`config.mk`:
```
export PLATFORM = sky130hd
export DESIGN_NAME = hcd_chirp_ctrl
export DESIGN_NICKNAME = d
export VERILOG_FILES = /design/src/hcd_pkg.sv /design/src/hcd_filt_if.sv /design/src/hcd_chirp_ctrl.sv /design/src/hcd_ls_filter.sv
export VERILOG_INCLUDE_DIRS = /design/src
export SDC_FILE = /design/constraint.sdc
export NUM_CORES = 1
export LEC_CHECK = 0
export BUFFER_PORTS_ARGS = -buffer_cell sky130_fd_sc_hd__buf_2
export CORE_MARGIN = 2
export CORE_UTILIZATION = 55
export CTS_BUF_LIST = sky130_fd_sc_hd__clkbuf_8
export DETAILED_ROUTE_END_ITERATION = 12
export PLACE_DENSITY = 0.78
export SYNTH_ARGS = -nofsm -noshare
export SYNTH_HDL_FRONTEND = slang
export SYNTH_SLANG_ARGS = --single-unit
```
`constraint.sdc`:
```
create_clock -name clk_i -period 1.9 [get_ports clk_i]
set_input_delay 0.095 -clock clk_i [delete_from_list [all_inputs] [get_ports clk_i]]
set_output_delay 0.095 -clock clk_i [all_outputs]
set_load 0.01 [all_outputs]
```
`src/hcd_params.svh`:
```
// Constants for the high-speed chirp handshake controller
`ifndef HCD_PARAMS_SVH
`define HCD_PARAMS_SVH

// Line state codes as reported by the transceiver
`define HCD_LS_SE0 2'h0
`define HCD_LS_J   2'h1
`define HCD_LS_K   2'h2
`define HCD_LS_SE1 2'h3

// Operating mode codes
`define HCD_OPM_NORMAL  2'h0
`define HCD_OPM_NOSTUFF 2'h2

// Transceiver and termination select levels
`define HCD_SEL_HS 1'h0
`define HCD_SEL_FS 1'h1

// Transmit data that makes a chirp K, and the idle transmit data
`define HCD_TX_CHIRP 8'h00
`define HCD_TX_IDLE  8'h00

// Link clock rates in MHz: fast edge of tolerance and nominal
`define HCD_CLKOUT_FAST_MHZ 66
`define HCD_CLKOUT_NOM_MHZ  60

// Least width of own chirp K, in microseconds
`define HCD_CHIRP_MIN_US 1000

// Wait after own chirp before falling back to FS, in microseconds
`define HCD_FB_US 1500

// Continuous line state hold before acceptance, in nanoseconds
`define HCD_FILT_NS 2500

// Link clock cycles of continuous hold (rounded at the fast clock)
`define HCD_FILT_CYC ((`HCD_FILT_NS * `HCD_CLKOUT_FAST_MHZ) / 1000)

// Number of alternating host chirps that prove HS capability
`define HCD_SEQ_LEN 3'h6

// Width of the link clock cycle counter
`define HCD_CNT_W 18

// Width of the filter run counter
`define HCD_RUN_W 8

`endif

```
`src/hcd_pkg.sv`:
```
// Types and shared decoding for the chirp handshake controller
`include "hcd_params.svh"
`default_nettype none

package hcd_pkg;

  // Handshake phases
  typedef enum logic [2:0] {
    ST_IDLE,
    ST_CHIRP,
    ST_LISTEN,
    ST_HS,
    ST_FS
  } hcd_state_t;

  // True for a chirp K or chirp J line state
  function automatic logic hcd_is_kj(input logic [1:0] ls);
    hcd_is_kj = (ls == `HCD_LS_K) || (ls == `HCD_LS_J);
  endfunction

endpackage

`default_nettype wire

```
`src/hcd_filt_if.sv`:
```
// Carrier between the handshake controller and its line state filter
`default_nettype none

interface hcd_filt_if;
  logic       en;      // Filter running
  logic       tick;    // One link clock rising edge
  logic [1:0] ls;      // Synchronised line state
  logic       acc;     // Pulse: state held long enough
  logic [1:0] acc_ls;  // The state that was accepted

  modport link (output en, output tick, output ls, input acc, input acc_ls);
  modport filt (input en, input tick, input ls, output acc, output acc_ls);
endinterface

`default_nettype wire

```
`src/hcd_chirp_ctrl.sv`:
```
// Link-side controller for the high-speed chirp handshake
`include "hcd_params.svh"
`default_nettype none

module hcd_chirp_ctrl
  import hcd_pkg::*;
#(
  parameter int unsigned CHIRP_K_CYC = `HCD_CHIRP_MIN_US * `HCD_CLKOUT_FAST_MHZ,
  parameter int unsigned FB_CYC      = `HCD_FB_US * `HCD_CLKOUT_NOM_MHZ
) (
  input  wire logic       clk_i,         // System clock, 40 MHz
  input  wire logic       rst_i,         // Synchronous reset, high
  input  wire logic       start_i,       // Pulse: bus reset seen, begin
  input  wire logic       clkout_i,      // Transceiver link clock pin
  input  wire logic [1:0] linestate_i,   // Transceiver line state pins
  output logic [1:0]      opmode_o,      // Operating mode select
  output logic            xcvr_sel_o,    // Transceiver select, 1 = FS
  output logic            term_sel_o,    // Termination select, 1 = FS
  output logic            txvalid_o,     // Transmit valid
  output logic [7:0]      data_o,        // Transmit data
  output logic            busy_o,        // Handshake in progress
  output logic            hs_mode_o,     // Committed to high speed
  output logic            fs_mode_o,     // Fell back to full speed
  output logic            bus_active_o,  // Host chirps count as activity
  output logic [2:0]      chirp_cnt_o    // Accepted host chirps so far
);

  hcd_state_t state_q;
  hcd_state_t state_d;

  logic [1:0]            clk_sync_q;
  logic                  clk_prev_q;
  logic [1:0]            ls_meta_q;
  logic [1:0]            ls_q;
  logic                  tick;
  logic [`HCD_CNT_W-1:0] cnt_q;
  logic [`HCD_CNT_W-1:0] cnt_d;
  logic [2:0]            chirp_cnt_q;
  logic [2:0]            chirp_cnt_d;
  logic [1:0]            last_kj_q;
  logic [1:0]            last_kj_d;
  logic                  chirp_done;
  logic                  fb_due;
  logic                  kj_ok;
  logic                  seq_done;
  logic                  filt_en_q;

  hcd_filt_if fi ();

  // Two flip-flops on the pins; only the second stage is read
  always_ff @(posedge clk_i) begin
    if (rst_i) begin
      clk_sync_q <= 2'h0;
      ls_meta_q  <= `HCD_LS_SE0;
      ls_q       <= `HCD_LS_SE0;
    end else begin
      clk_sync_q <= {clk_sync_q[0], clkout_i};
      ls_meta_q  <= linestate_i;
      ls_q       <= ls_meta_q;
    end
  end

  // Edge finder on the synchronised link clock
  always_ff @(posedge clk_i) begin
    if (rst_i) begin
      clk_prev_q <= 1'b0;
    end else begin
      clk_prev_q <= clk_sync_q[1];
    end
  end

  // One pulse per link clock rising edge; all timing counts these
  assign tick = clk_sync_q[1] && !clk_prev_q;

  // Filter hookup: line state samples, not the receive data path
  assign fi.en   = filt_en_q;
  assign fi.tick = tick;
  assign fi.ls   = ls_q;

  hcd_ls_filter u_filter (
    .clk_i (clk_i),
    .rst_i (rst_i),
    .fi    (fi.filt)
  );

  // Timer limits, in link clock cycles
  assign chirp_done = tick && cnt_q == `HCD_CNT_W'(CHIRP_K_CYC - 1);
  assign fb_due     = tick && cnt_q == `HCD_CNT_W'(FB_CYC - 1);

  // A host chirp is good if it is K first, then alternates
  always_comb begin
    kj_ok = 1'b0;
    if (fi.acc && hcd_is_kj(fi.acc_ls)) begin
      if (chirp_cnt_q == 3'h0) begin
        kj_ok = fi.acc_ls == `HCD_LS_K;
      end else begin
        kj_ok = fi.acc_ls != last_kj_q;
      end
    end
  end

  assign seq_done = state_q == ST_LISTEN && kj_ok
                    && chirp_cnt_q == `HCD_SEQ_LEN - 3'h1;

  // Next phase; a new bus reset restarts from any phase
  always_comb begin
    state_d = state_q;
    if (start_i) begin
      state_d = ST_CHIRP;
    end else begin
      unique case (state_q)
        ST_IDLE: begin
          state_d = ST_IDLE;
        end
        ST_CHIRP: begin
          if (chirp_done) begin
            state_d = ST_LISTEN;
          end
        end
        ST_LISTEN: begin
          if (seq_done) begin
            state_d = ST_HS;
          end else if (fb_due) begin
            state_d = ST_FS;
          end
        end
        ST_HS: begin
          state_d = ST_HS;
        end
        ST_FS: begin
          state_d = ST_FS;
        end
      endcase
    end
  end

  // Phase register
  always_ff @(posedge clk_i) begin
    if (rst_i) begin
      state_q <= ST_IDLE;
    end else begin
      state_q <= state_d;
    end
  end

  // Link clock counter: restarts at each phase change
  always_comb begin
    cnt_d = cnt_q;
    if (state_d != state_q || start_i) begin
      cnt_d = '0;
    end else if (tick && (state_q == ST_CHIRP || state_q == ST_LISTEN)) begin
      cnt_d = cnt_q + `HCD_CNT_W'(1);
    end
  end

  always_ff @(posedge clk_i) begin
    if (rst_i) begin
      cnt_q <= '0;
    end else begin
      cnt_q <= cnt_d;
    end
  end

  // Host chirp counter; only counts after own chirp has ended, since
  // our own K would otherwise pose as the first host K
  always_comb begin
    chirp_cnt_d = chirp_cnt_q;
    last_kj_d   = last_kj_q;
    if (start_i) begin
      chirp_cnt_d = 3'h0;
      last_kj_d   = `HCD_LS_SE0;
    end else if (state_q == ST_LISTEN && kj_ok) begin
      chirp_cnt_d = chirp_cnt_q + 3'h1;
      last_kj_d   = fi.acc_ls;
    end
  end

  always_ff @(posedge clk_i) begin
    if (rst_i) begin
      chirp_cnt_q <= 3'h0;
      last_kj_q   <= `HCD_LS_SE0;
    end else begin
      chirp_cnt_q <= chirp_cnt_d;
      last_kj_q   <= last_kj_d;
    end
  end

  // Filter runs from the first cycle of own chirp to the end of listening
  always_ff @(posedge clk_i) begin
    if (rst_i) begin
      filt_en_q <= 1'b0;
    end else begin
      filt_en_q <= state_d == ST_CHIRP || state_d == ST_LISTEN;
    end
  end

  // Transceiver controls follow the next phase, so pins and phase agree
  always_ff @(posedge clk_i) begin
    if (rst_i) begin
      opmode_o   <= `HCD_OPM_NORMAL;
      xcvr_sel_o <= `HCD_SEL_FS;
      term_sel_o <= `HCD_SEL_FS;
      txvalid_o  <= 1'b0;
      data_o     <= `HCD_TX_IDLE;
    end else begin
      unique case (state_d)
        ST_CHIRP: begin
          opmode_o   <= `HCD_OPM_NOSTUFF;
          xcvr_sel_o <= `HCD_SEL_HS;
          term_sel_o <= `HCD_SEL_FS;
          txvalid_o  <= 1'b1;
          data_o     <= `HCD_TX_CHIRP;
        end
        ST_LISTEN: begin
          opmode_o   <= `HCD_OPM_NOSTUFF;
          xcvr_sel_o <= `HCD_SEL_HS;
          term_sel_o <= `HCD_SEL_FS;
          txvalid_o  <= 1'b0;
          data_o     <= `HCD_TX_IDLE;
        end
        ST_HS: begin
          opmode_o   <= `HCD_OPM_NORMAL;
          xcvr_sel_o <= `HCD_SEL_HS;
          term_sel_o <= `HCD_SEL_HS;
          txvalid_o  <= 1'b0;
          data_o     <= `HCD_TX_IDLE;
        end
        ST_FS: begin
          opmode_o   <= `HCD_OPM_NORMAL;
          xcvr_sel_o <= `HCD_SEL_FS;
          term_sel_o <= `HCD_SEL_FS;
          txvalid_o  <= 1'b0;
          data_o     <= `HCD_TX_IDLE;
        end
        ST_IDLE: begin
          opmode_o   <= `HCD_OPM_NORMAL;
          xcvr_sel_o <= `HCD_SEL_FS;
          term_sel_o <= `HCD_SEL_FS;
          txvalid_o  <= 1'b0;
          data_o     <= `HCD_TX_IDLE;
        end
      endcase
    end
  end

  // Status for the surrounding link logic
  always_ff @(posedge clk_i) begin
    if (rst_i) begin
      busy_o      <= 1'b0;
      hs_mode_o   <= 1'b0;
      fs_mode_o   <= 1'b0;
      chirp_cnt_o <= 3'h0;
    end else begin
      busy_o      <= state_d == ST_CHIRP || state_d == ST_LISTEN;
      hs_mode_o   <= state_d == ST_HS;
      fs_mode_o   <= state_d == ST_FS;
      chirp_cnt_o <= chirp_cnt_d;
    end
  end

  // Activity flag keeps suspend and reset timers quiet while the host
  // chirps; the SE0 tail after them is left to those timers
  always_ff @(posedge clk_i) begin
    if (rst_i) begin
      bus_active_o <= 1'b0;
    end else begin
      bus_active_o <= (state_d == ST_LISTEN && chirp_cnt_d != 3'h0)
                      || (state_d == ST_HS && hcd_is_kj(ls_q));
    end
  end

  // Helper: own chirp length in link clock edges; a restart starts it over
  logic [`HCD_CNT_W-1:0] chirp_len_q;
  always_ff @(posedge clk_i) begin
    if (rst_i || start_i || !txvalid_o) begin
      chirp_len_q <= '0;
    end else if (tick) begin
      chirp_len_q <= chirp_len_q + `HCD_CNT_W'(1);
    end
  end

  a_chirp_setup: assert property (@(posedge clk_i) disable iff (rst_i)
    state_q == ST_CHIRP |-> opmode_o == `HCD_OPM_NOSTUFF && txvalid_o
      && xcvr_sel_o == `HCD_SEL_HS && term_sel_o == `HCD_SEL_FS && data_o == `HCD_TX_CHIRP)
    else $error("chirp pins wrong");

  a_chirp_start: assert property (@(posedge clk_i) disable iff (rst_i)
    start_i |=> txvalid_o && state_q == ST_CHIRP)
    else $error("chirp did not start one cycle after start");

  a_chirp_width: assert property (@(posedge clk_i) disable iff (rst_i)
    $fell(txvalid_o) && !$past(start_i) |-> $past(chirp_len_q) == `HCD_CNT_W'(CHIRP_K_CYC - 1))
    else $error("own chirp not full length");

  a_listen_after: assert property (@(posedge clk_i) disable iff (rst_i)
    state_q == ST_CHIRP && chirp_done && !start_i |=> state_q == ST_LISTEN && filt_en_q)
    else $error("listening did not follow chirp");

  a_fs_fallback: assert property (@(posedge clk_i) disable iff (rst_i)
    state_q == ST_LISTEN && fb_due && !seq_done && !start_i
      |=> xcvr_sel_o == `HCD_SEL_FS && fs_mode_o)
    else $error("no fallback to FS at timer end");

  a_hs_commit: assert property (@(posedge clk_i) disable iff (rst_i)
    seq_done && !start_i |=> term_sel_o == `HCD_SEL_HS && hs_mode_o)
    else $error("HS terminations not applied on detection");

  a_hs_needs_six: assert property (@(posedge clk_i) disable iff (rst_i)
    $rose(hs_mode_o) |-> chirp_cnt_o == `HCD_SEQ_LEN)
    else $error("HS commit without six chirps");

  a_count_alt: assert property (@(posedge clk_i) disable iff (rst_i)
    state_q == ST_LISTEN && fi.acc && fi.acc_ls == last_kj_q && !start_i
      |=> chirp_cnt_q == $past(chirp_cnt_q))
    else $error("repeated chirp state was counted");

  a_hs_tail: assert property (@(posedge clk_i) disable iff (rst_i)
    state_q == ST_HS && ls_q == `HCD_LS_SE0 && !start_i |=> state_q == ST_HS)
    else $error("SE0 tail left HS state");

  a_bus_active: assert property (@(posedge clk_i) disable iff (rst_i)
    state_q == ST_LISTEN && chirp_cnt_q != 3'h0 |-> bus_active_o)
    else $error("host chirps not flagged as activity");

endmodule

`default_nettype wire

```
`src/hcd_ls_filter.sv`:
```
// Line state filter: accepts a state held over many link clock edges
`include "hcd_params.svh"
`default_nettype none

module hcd_ls_filter
  import hcd_pkg::*;
(
  input  wire logic clk_i,  // System clock
  input  wire logic rst_i,  // Synchronous reset, high
  hcd_filt_if.filt  fi      // Samples in, accepted states out
);

  logic [1:0]            last_q;
  logic [`HCD_RUN_W-1:0] run_q;

  // Run length of the current state, counted in link clock edges
  always_ff @(posedge clk_i) begin
    if (rst_i || !fi.en) begin
      last_q <= `HCD_LS_SE0;
      run_q  <= '0;
    end else if (fi.tick) begin
      if (run_q == '0 || fi.ls != last_q) begin
        last_q <= fi.ls;  // Any glitch restarts the run
        run_q  <= `HCD_RUN_W'(1);
      end else if (run_q != `HCD_RUN_W'(`HCD_FILT_CYC)) begin
        run_q <= run_q + `HCD_RUN_W'(1);  // Saturate: one pulse per hold
      end
    end
  end

  // One pulse when the run reaches the hold length
  always_ff @(posedge clk_i) begin
    if (rst_i || !fi.en) begin
      fi.acc    <= 1'b0;
      fi.acc_ls <= `HCD_LS_SE0;
    end else begin
      fi.acc <= fi.tick && run_q != '0 && fi.ls == last_q
                && run_q == `HCD_RUN_W'(`HCD_FILT_CYC - 1);
      fi.acc_ls <= last_q;
    end
  end

  a_filter_hold: assert property (@(posedge clk_i) disable iff (rst_i)
    fi.acc |-> run_q == `HCD_RUN_W'(`HCD_FILT_CYC) && fi.acc_ls == last_q)
    else $error("accepted state without full hold");

  a_filter_single: assert property (@(posedge clk_i) disable iff (rst_i)
    fi.acc |=> !fi.acc)
    else $error("accept pulse longer than one cycle");

endmodule

`default_nettype wire

```
---- Yosys cells after proc, flatten, opt, wreduce, memory -nomap -nowiden ----
Cells that the tools add are included.
word-level totals
  bits of input ports ..................... 6
  output and inout bits ................... 20
  word-level logic and storage cells ...... 98
  register bits after elaboration ......... 55
cells by class
  muxes and demuxes ....................... 15
  add/subtract/negate cells ............... 3
  reductions and logical operators ........ 39
  equal/unequal tests ..................... 21
operator list
  cell                                                               count
  18-bit by 17-bit == test with 1-bit output, second input constant  2
  18-bit by 1-bit adder with 18-bit output, second input constant    1
  3-bit two-way mux                                                  6
  8-bit two-way mux                                                  2
  3-bit case mux with 5 select lines                                 1
  3-bit by 2-bit == test with 1-bit output, second input constant    4
  1-bit logical AND                                                  12
  3-bit == test, second input constant                               3
  3-bit zero test                                                    3
  8-bit by 1-bit adder with 8-bit output, second input constant      1
  8-bit == test, second input constant                               1
  8-bit zero test                                                    1
  1-bit logical OR                                                   8
  8-bit inequality test, second input constant                       1
  8-bit nonzero test                                                 1
  2-bit OR reduction                                                 4
  4-bit OR reduction                                                 2
  3-bit by 1-bit == test with 1-bit output, second input constant    2
  1-bit case mux with 2 select lines                                 3
  3-bit OR reduction                                                 2
  2-bit by 1-bit == test with 1-bit output, second input constant    2
  2-bit == test, second input constant                               2
  2-bit inequality test                                              2
  2-bit case mux with 2 select lines                                 1
  8 further kinds                                                    11

---- Logic depth before layout (Yosys ltp) ----
Gate-level depths: netlist of run 1.
  depth after elaboration ................. 12
  depth in mapped cells ................... 10
  depth with buffers taken out ............ 8

---- By module ----
A second synthesis of run 1 with hierarchy kept.
second synthesis, totals
  cells, all modules ...................... 296
  area, all modules ....................... 2653.8 um^2
by module, submodules not included
  module          cells an instance  area each (um^2)  times used
  hcd_chirp_ctrl  217                1955.6            1
  hcd_ls_filter   79                 698.2             1

---- Least setup slack after synthesis of run 1 ----
Ideal clock, no wire load.
  path type ............................... flip-flop to flip-flop
  start ................................... register, netlist name chirp_cnt_o[0]
  end ..................................... register cnt_q[11]
  path buffers ............................ 2
  slack ................................... -0.147 ns
  arrival ................................. 1.932 ns
  library setup time ...................... 0.115 ns
  cell stages (with the launch flop) ...... 10
  cells stage by stage .................... dfxtp_1 inv_1 ha_1 nand2b_1 nand3_1 a2111oi_2 a211o_1 buf_4 buf_6 nor2_1
RTL lines
  element               line                   RTL
  end signal, assigned  hcd_chirp_ctrl.sv:160  cnt_q <= cnt_d;
  end, declared         hcd_chirp_ctrl.sv:36   logic [`HCD_CNT_W-1:0] cnt_q;

==> impl_metrics.ini, run 1 <==
[clocking]
cts_root_buf = clkbuf_8
cts_buffer_depth = 2
cts_buffers = 5
cts_tree = yes
h-tree-depth = 2
path_clk_slew_ns = 0.11
cts_sinks = 54
clock_latency_ns = 0.32

[worst_setup_path]
arrival_ns = 2.24
r2r_slack_ns = -0.13
endpoint_kind = register
critPathRequiredTime_ns = 2.11
r2r-end = bus_active_o
worstReg2RegStart = chirp_cnt_o[1]
cp-start-kind = register
path_class = register to register
crit_path_max_fanout = 2
r2r_cells = 9

[sta]
finalSetupTns_ns = -0.766
worst_pin_slew_ns = 0.484
rsz0062_at_grt = yes
clock.fmax_mhz = 493
clock_skew_ns = 0.0186
relSlewSlack_pct = 66.9
setup_viol_count_final = 19
hold_viol_final = 0
period_share_pct = 107
post-route-min-period_ns = 2.03
finalMaxSlewViolations = 0
setup_ws_ns = -0.126

[route]
avgViaCountPerCell = 5.41
vias = 2088
wirelength_um = 5510
drc = 0
wl_per_cell_um = 14.3
detail-route-antenna-nets = 0
dr.pass1.iters = 4
drt_iter0_drc = 100

[synth]
syn-cell-area_sq_um = 2570
yosys_warnings = 0
ys_seq_elements = 54
postSynthCellCount = 283
async_reset_ff_share_pct = 0
synth.distinct_cells = 49
synth-main-ff-cell = dfxtp_1
synth_edf_count = 0
syn_avg_cell_area_sq_um = 9.10
ys_seq_area_share_pct = 42.0

[layout]
syn2layout_area_growth_pct = 29.3
layout.nets = 347
drive_above_1_share_pct = 32.3
seq_area_sq_um = 1090
multiInputGateArea_sq_um = 1640
antenna_cells = 0
n_fill_cell = 294

[grt]
antenna_found_initial = 0
grt_usage_pct = 19.5
grt_max_degree = 19
gr-total-overflow = 0
grt_pass1_vias = 1829
grt_pass1_wl_um = 7960

[power_and_ir_drop]
vdd_drop_max_mv = 0.577
p_leak_nw = 1.29
p_total_mw = 1.96
cellPowerDensity_nw_per_um2 = 587

[min_path]
min_to = bus_active_o
holdPathStages = 2
min-delay-start = start_i
holdCritPathClass = input port to register

[place]
gp_congestion = 0.811
hpwl_um = 3510
dp_slack_ns = -0.130
port_buffers = 16

[floorplan]
die_w_um = 72.4
die_area_sq_um = 5250
start_util_pct = 57.9
io_pins = 26
die_h_um = 72.4
core_sq_um = 4440
num_rows = 24

[status]
violations = negative setup slack
status = finished with violations

[flow_run]
max_cap_viol_count = 0
[Yosys cell counts (2+ instances only)]
cell	number	share of area [%]
nor2b_1	12	2.9
buf_4	10	2.9
nor2_1	39	5.7
dfxtp_1	54	42
nand4_1	6	1.5
or3_1	3	0.73
and2_1	7	1.7
nor3_1	6	1.2
nand2_1	19	2.8
a21oi_1	13	2.5
nand2b_1	5	1.2
nor4b_1	2	0.68
xnor2_1	14	4.8
ha_1	8	3.9
or4_4	2	0.87
inv_1	9	1.3
buf_6	3	1.3
o22ai_1	2	0.49
nand3_1	10	1.9
buf_2	2	0.39
o21ai_0	3	0.58
and3_1	5	1.2
a211oi_1	2	0.58
mux2i_1	4	1.6
and4_1	4	1.4
xor2_1	16	5.4
[cells in the final DEF, fill, tap and decap left out, drive strengths merged, types with 2 or more instances in the layout]
master	count
nor4b	2
or2	2
ha	8
o22ai	2
nor2	41
dfxtp	54
conb	9
a2111oi	2
nand2	19
nor3	7
nand2b	5
nand3	10
nor2b	12
or3	3
nand4	6
dlygate4sd3	3
a21oi	13
xnor2	14
o21ai	4
or4	2
and3	5
inv	10
mux2i	4
xor2	16
and4	4
and2	7
clkbuf	7
a211oi	2
buf	47
[cell type report]
cell class,count,share of cell area (%)
clock buffers,5,2.07
repair buffers,52,12.3
well taps,52,1.95
clock inverters,3,0.752
multi-input cells,211,49.2
flip-flops and latches,54,32.7
inverters,9,1.02
[sequential cells by signal (all words and copies together) (netlist names)]
name and count:
xcvr_sel_o 1, chirp_cnt_o 3, term_sel_o 1, busy_o 1, u_filter.fi.acc 1, fi.ls 2, fs_mode_o 1, hs_mode_o 1
state_q 3, u_filter.fi.acc_ls 2, u_filter.last_q 2, clk_prev_q 1, txvalid_o 1, u_filter.run_q 8, ls_meta_q 2, last_kj_q 2
opmode_o 1, cnt_q 18, clk_sync_q 2, bus_active_o 1
[how the worst max path moves through the flow]
stage | start | end | slack (ns) | cells after the start
6_report | chirp_cnt_o[1] | bus_active_o | -0.13 | 9
5_1_grt | chirp_cnt_o[1] | bus_active_o | -0.19 | 9
4_1_cts | cnt_q[9] | bus_active_o | -0.01 | 6
3_5_place_dp | cnt_q[1] | term_sel_o | -0.13 | 7
3_3_place_gp | cnt_q[1] | term_sel_o | -0.09 | 7
2_1_floorplan | u_filter.fi.acc_ls[0] | cnt_q[10] | 0.006 | 9
[worst max-delay path, stage by stage, from the launching register on]
cell and delay, ns:
dfxtp_1 0.33, inv_1 0.08, ha_2 0.20, nand2b_4 0.07, buf_4 0.13, o211a_1 0.23, a2111oi_0 0.51, a41o_1 0.16
mux2i_1 0.08, o311a_1 0.14
[kinds of logic (layout without fill, tap and decap cells)]
logic type / after synthesis / in the layout / synth area share, %
DFF: 54 / 54 / 42.0
xor gates and xnor gates: 30 / 30 / 10.2
AOI/OAI and AO/OA: 31 / 31 / 8.50
muxes: 4 / 4 / 1.55
other: 1 / 9 / 0.146
buffers and inverters: 26 / 69 / 6.22
adders and majority gates: 8 / 8 / 3.89
and+or+nand+nor: 129 / 129 / 27.5
[what timing repair did]
action | 4_1_cts | 5_1_grt
gates resized for setup | 4 | 52
endpoints found under the setup margin | 22 | 30
pin swaps | 4 | 18
hold buffers | 3 | 0
buffers inserted | 1 | 4
gates cloned | 0 | 3
hold endpoints to repair | 3 | 0
[where the power goes]
part	switching (mW)	internal, mW	leakage (nW)
Sequential	0.00675	1.14	0.440
Clock	0.399	0.267	0.0447
Combinational	0.0773	0.0603	0.800
Total	0.483	1.47	1.29
[metrics by stage]
step | instances | hold slack, ns | area [sq um] | util (%)
global placement | 367 | 0.303 | 2850 | 64.2
global route | 386 | 0.123 | 3330 | 74.9
detailed placement | 367 | 0.312 | 2850 | 64.2
finish | 386 | 0.136 | 3330 | 74.9
CTS | 379 | 0.0770 | 3010 | 67.6
floorplan | 291 | 0.179 | 2630 | -
[layer usage]
metal	part of all wire, %	wire, um	GRT usage (%)	vias to the layer above
met4	1.8	99	7.41	0
met5	0	0	0	-
li1	-	-	-	1042
met1	46	2560	24.5	990
met3	3.6	196	4.58	9
met2	48	2660	32.7	47
Note: power is estimated with default switching activity, not from simulation.
==> run 2, diff against run 1 <==
--- a/config.mk
+++ b/config.mk
@@ -7,11 +7,13 @@
 export NUM_CORES = 1
 export LEC_CHECK = 0
 export BUFFER_PORTS_ARGS = -buffer_cell sky130_fd_sc_hd__buf_2
+export CORE_ASPECT_RATIO = 0.6
 export CORE_MARGIN = 2
 export CORE_UTILIZATION = 55
 export CTS_BUF_LIST = sky130_fd_sc_hd__clkbuf_8
 export DETAILED_ROUTE_END_ITERATION = 12
 export PLACE_DENSITY = 0.78
+export SETUP_SLACK_MARGIN = 0.05
 export SYNTH_ARGS = -nofsm -noshare
 export SYNTH_HDL_FRONTEND = slang
 export SYNTH_SLANG_ARGS = --single-unit
==> run 2 against run 1 <==
Sequential power about the same. Non-clock buffer count unchanged. Via count down 1.6%. Core utilization shrank 4.1 points. The run still ends with negative setup slack left. Sequential share of layout area increased by 1.2 points. Design area down 3.4%. Final cell count increased by 2.8%. First-iteration DRC count down 22%. Total power fell by 2.0%. Critical path depth decreased by 2.
==> impl_metrics.ini, run 2 (synthesis gave the netlist of run 1 again) <==
[status]
status = finished with violations
violations = negative setup slack

[grt]
antenna_found_initial = 0
grt_usage_pct = 20.4
gr-total-overflow = 0
grt_max_degree = 19
grt_pass1_wl_um = 8590
grt_pass1_vias = 1809

[sta]
rsz0062_at_grt = yes
holdWs_ns = 0.0211
clock.fmax_mhz = 513
post-route-min-period_ns = 1.95
finalSetupTns_ns = -0.0713
setup_viol_count_final = 2
clock_skew_ns = 0.0117
setup_ws_ns = -0.0501
hold_viol_final = 0
period_share_pct = 103
finalMaxSlewViolations = 0

[place]
numPlacedInstances = 380
hpwl_um = 3710
port_buffers = 16
gp_congestion = 0.855
dp_slack_ns = -0.113

[power_and_ir_drop]
p_total_mw = 1.92
p_leak_nw = 1.27
cellPowerDensity_nw_per_um2 = 596
vdd_drop_max_mv = 0.459

[route]
drt_iter0_drc = 78
wirelength_um = 5270
vias = 2055
drc = 0
detail-route-antenna-nets = 0
dr.pass1.iters = 6
wl_per_cell_um = 13.3
avgViaCountPerCell = 5.18

[layout]
layout.nets = 347
layout.cells.non_filler = 397
n_fill_cell = 351
reg_top3 = cnt_q: 18 flops, u_filter.run_q: 8 flops
drive_above_1_share_pct = 31.4
largest_reg_flops = 18
antenna_cells = 0
syn2layout_area_growth_pct = 24.9
largest-register = cnt_q
multiInputGateArea_sq_um = 1550
seq_area_sq_um = 1090
layout_commonest_cell = dfxtp_1
final_cell_mix = dfxtp_1, nor2_1, buf_4, nand2_1

[worst_setup_path]
cp-start-kind = register
endpoint_kind = register
arrival_ns = 2.15
path_class = register to register
critPathRequiredTime_ns = 2.10
crit_path_max_fanout = 9

[clocking]
cts_tree = yes
clock_latency_ns = 0.30
cts_buffers = 5
cts_buffer_depth = 2
path_clk_slew_ns = 0.10
cts_sinks = 54
h-tree-depth = 2
cts_root_buf = clkbuf_8

[floorplan]
die_h_um = 57
start_util_pct = 56.7
core_sq_um = 4540
io_pins = 26
die_area_sq_um = 5260
die_w_um = 92.3
num_rows = 19

[flow_run]
max_cap_viol_count = 0

[min_path]
holdCritPathClass = input port to register
-- run 2: changes by cell type in the layout (fill, tap and decap cells not counted), sizes merged --
cell and delta:
clkbuf -1, dlygate4sd3 -1, clkinvlp -1, buf +3
-- run 2: critical path: stages, from the launching register on --
cell,delay [ns]
dfxtp_1,0.38
buf_4,0.19
nor2b_1,0.10
and4_4,0.22
a2111oi_4,0.38
buf_4,0.19
a21oi_2,0.06
o311a_1,0.34
-- run 2: timing repair --
action | 4_1_cts | 5_1_grt
cloned | 0 | 0
pin swaps | 9 | 7
setup buffers | 4 | 3
endpoints found under the hold margin | 2 | 0
hold buffers | 2 | 0
setup endpoints to repair | 24 | 37
resized for setup | 14 | 24
-- run 2: final cells by class --
class | count | area share (%)
Clock buffer | 6 | 2.57
Inverter | 9 | 1.05
Multi-Input combinational cell | 211 | 48.1
Tap cell | 63 | 2.45
Sequential cell | 54 | 34.0
Clock inverter | 2 | 0.272
Timing Repair Buffer | 52 | 11.6
-- run 2: path summary, 6_finish.rpt --
check,startpoint,to,slack (ns),cells past startpoint
setup reg to reg,state_q[0],bus_active_o,-0.05,7
hold / removal,linestate_i[0],ls_meta_q[0],0.02,2
setup / recovery,state_q[0],bus_active_o,-0.05,7
hold reg to reg,clk_sync_q[0],clk_sync_q[1],0.44,1
-- run 2: report_power, final --
group          total [mW]  internal (mW)  switching, mW
sequential           1.15           1.14        0.00736
clock               0.653          0.290          0.363
combinational       0.112         0.0468         0.0652
-- run 2: through the flow --
stage	util (%)	area [sq um]
2_1_floorplan	-	2650
3_3_place_gp	63.8	2900
3_5_place_dp	63.8	2900
4_1_cts	68.1	3090
5_1_grt	70.8	3220
6_report	70.8	3220
-- run 2: layer usage --
layer / vias to the layer above / share of wire, % / global-route usage [%]
li1: 1041 / - / -
met2: 50 / 41 / 29.2
met3: 4 / 4.6 / 4.89
met5: - / 0 / 0
met4: 0 / 0.82 / 5.12
met1: 960 / 53 / 31.1
==> run 3, diff against run 2 <==
--- a/config.mk
+++ b/config.mk
@@ -7,7 +7,7 @@
 export NUM_CORES = 1
 export LEC_CHECK = 0
 export BUFFER_PORTS_ARGS = -buffer_cell sky130_fd_sc_hd__buf_2
-export CORE_ASPECT_RATIO = 0.6
+export CORE_ASPECT_RATIO = 0.8
 export CORE_MARGIN = 2
 export CORE_UTILIZATION = 55
 export CTS_BUF_LIST = sky130_fd_sc_hd__clkbuf_8
==> run 3 against run 2 <==
The run still ends with negative setup slack left. Critical path type unchanged. Hold slack improved by 0.11 ns. Critical endpoint is now busy_o. Largest power group unchanged. Sequential share of layout area decreased by 1.3 points. First-iteration DRC count increased by 46%. Wire length increased by 14%. Total power increased by 7.7%.
==> impl_metrics.ini, run 3 (synthesis gave the netlist of run 1 again) <==
[grt]
grt_pass1_wl_um = 8460
antenna_found_initial = 0
grt_pass1_vias = 1882
grt_usage_pct = 20.8
grt_max_degree = 19
gr-total-overflow = 0

[place]
port_buffers = 16
hpwl_um = 3680
gp_congestion = 0.841

[power_and_ir_drop]
vdd_drop_max_mv = 0.486
clkPwrFrac_pct = 37.5
power.switching_mw = 0.470
power_frac_seq_pct = 55.7
p_leak_nw = 1.30
p_comb_share_pct = 6.8
p_total_mw = 2.06
swShare_pct = 22.8
p_int_mw = 1.59
cellPowerDensity_nw_per_um2 = 613

[layout]
reg_top3 = cnt_q: 18 flops, u_filter.run_q: 8 flops
final_cell_mix = dfxtp_1, nor2_1, buf_4, nand2_1
largest-register = cnt_q
syn2layout_area_growth_pct = 30.8
multiInputGateArea_sq_um = 1650
drive_above_1_share_pct = 35.4
n_fill_cell = 289
antenna_cells = 0
layout_commonest_cell = dfxtp_1
seq_area_sq_um = 1100
largest_reg_flops = 18
layout.nets = 346

[sta]
finalSetupTns_ns = -1.45
setup_viol_count_final = 23
clock_skew_ns = 0.00489
hold_viol_final = 0
clock.fmax_mhz = 501
rsz0062_at_grt = yes
post-route-min-period_ns = 2.00
period_share_pct = 105
setup_ws_ns = -0.0958
finalMaxSlewViolations = 0

[worst_setup_path]
cp-start-kind = register
crit_buf_inv = 0
crit_path_top_delay_cell = a2111oi_4
endpoint_kind = register
crit_path_max_fanout = 4
cpLargestDelayFamily = compound AO/OA/AOI/OAI gates
worst-path-stages = 7
slowest_delay_ns = 0.42
r2r-end = busy_o
path_class = register to register
crit_chain = ha_4, nor4b_4, nand4_1, a2111oi_4, o22a_1, a21o_1, a21oi_1
arrival_ns = 2.19
critPathRequiredTime_ns = 2.10
critical_path.startpoint = cnt_q[1]
setup.worst_path.end = busy_o
r2r_cells = 7
worstReg2RegStart = cnt_q[1]
r2r_slack_ns = -0.1

[clocking]
cts_buffer_depth = 2
clock_latency_ns = 0.31
cts_buffers = 5
cts_sinks = 54
h-tree-depth = 2
cts_root_buf = clkbuf_8
cts_tree = yes
path_clk_slew_ns = 0.09

[floorplan]
die_w_um = 80.5
die_area_sq_um = 5250
io_pins = 26
core_sq_um = 4540
die_h_um = 65.2
start_util_pct = 56.7
num_rows = 22

[route]
detail-route-antenna-nets = 0
drc = 0
wirelength_um = 6000
avgViaCountPerCell = 5.43
vias = 2135
wl_per_cell_um = 15.3
dr.pass1.iters = 4
drt_iter0_drc = 114

[status]
violations = negative setup slack
status = finished with violations

[flow_run]
max_cap_viol_count = 0

[min_path]
holdCritPathClass = input port to register
## run 3: per-layer routing
layer  global-route usage (%)  share of wire, %  wire length (um)  vias up
li1                         -                 -                 -     1038
met1                     27.1                44              2670     1018
met2                     33.2                48              2900       65
met3                     5.22               5.1               308       14
met4                     8.26               2.0               120        0
met5                        0                 0                 0        -
## run 3: per-stage QoR
stage	util [%]	worst slack, ns	cell area (sq um)	cells	hold slack [ns]
6_report	74.1	-0.0958	3370	393	0.131
5_1_grt	74.1	-0.196	3370	393	0.127
4_1_cts	67.6	-0.0465	3070	388	0.113
3_5_place_dp	63.0	-0.110	2860	373	0.308
3_3_place_gp	63.0	-0.0817	2860	373	0.305
2_1_floorplan	-	0.0513	2650	291	0.179
## run 3: power groups by stage
stage / Clock (mW) / Sequential, mW / Combinational, mW
after detailed placement: 0 / 1.18 / 0.0968
after global routing: 0.839 / 1.15 / 0.151
after floorplan: 0 / 1.18 / 0.0774
after global placement: 0 / 1.18 / 0.0945
final: 0.774 / 1.15 / 0.141
after CTS: 0.774 / 1.15 / 0.108
## run 3: repair_timing
action                     in CTS  in global routing
hold buffers                    3                  0
cloned                          0                  3
resized for setup               8                 53
hold endpoints to repair        3                  0
buffers inserted                4                  2
pin swaps                      10                 21
setup endpoints to repair      28                 35
## run 3: worst min path at each step
| stage | start | slack (ns) | cells past startpoint | to |
|---|---|---|---|---|
| floorplan | rst_i | 0.18 | 1 | state_q[1] |
| global placement | clkout_i | 0.31 | 2 | clk_sync_q[0] |
| detailed placement | clkout_i | 0.31 | 2 | clk_sync_q[0] |
| CTS | start_i | 0.11 | 2 | bus_active_o |
| global route | start_i | 0.13 | 2 | bus_active_o |
| finish | start_i | 0.13 | 2 | bus_active_o |
## run 3: final cells by class
class | count | area share (%)
clock buffer | 5 | 2.04
sequential | 54 | 32.6
clock inverter | 3 | 1.19
inverter | 9 | 1.00
timing repair buffer | 51 | 12.0
multi-input combinational | 211 | 48.9
tap | 60 | 2.23
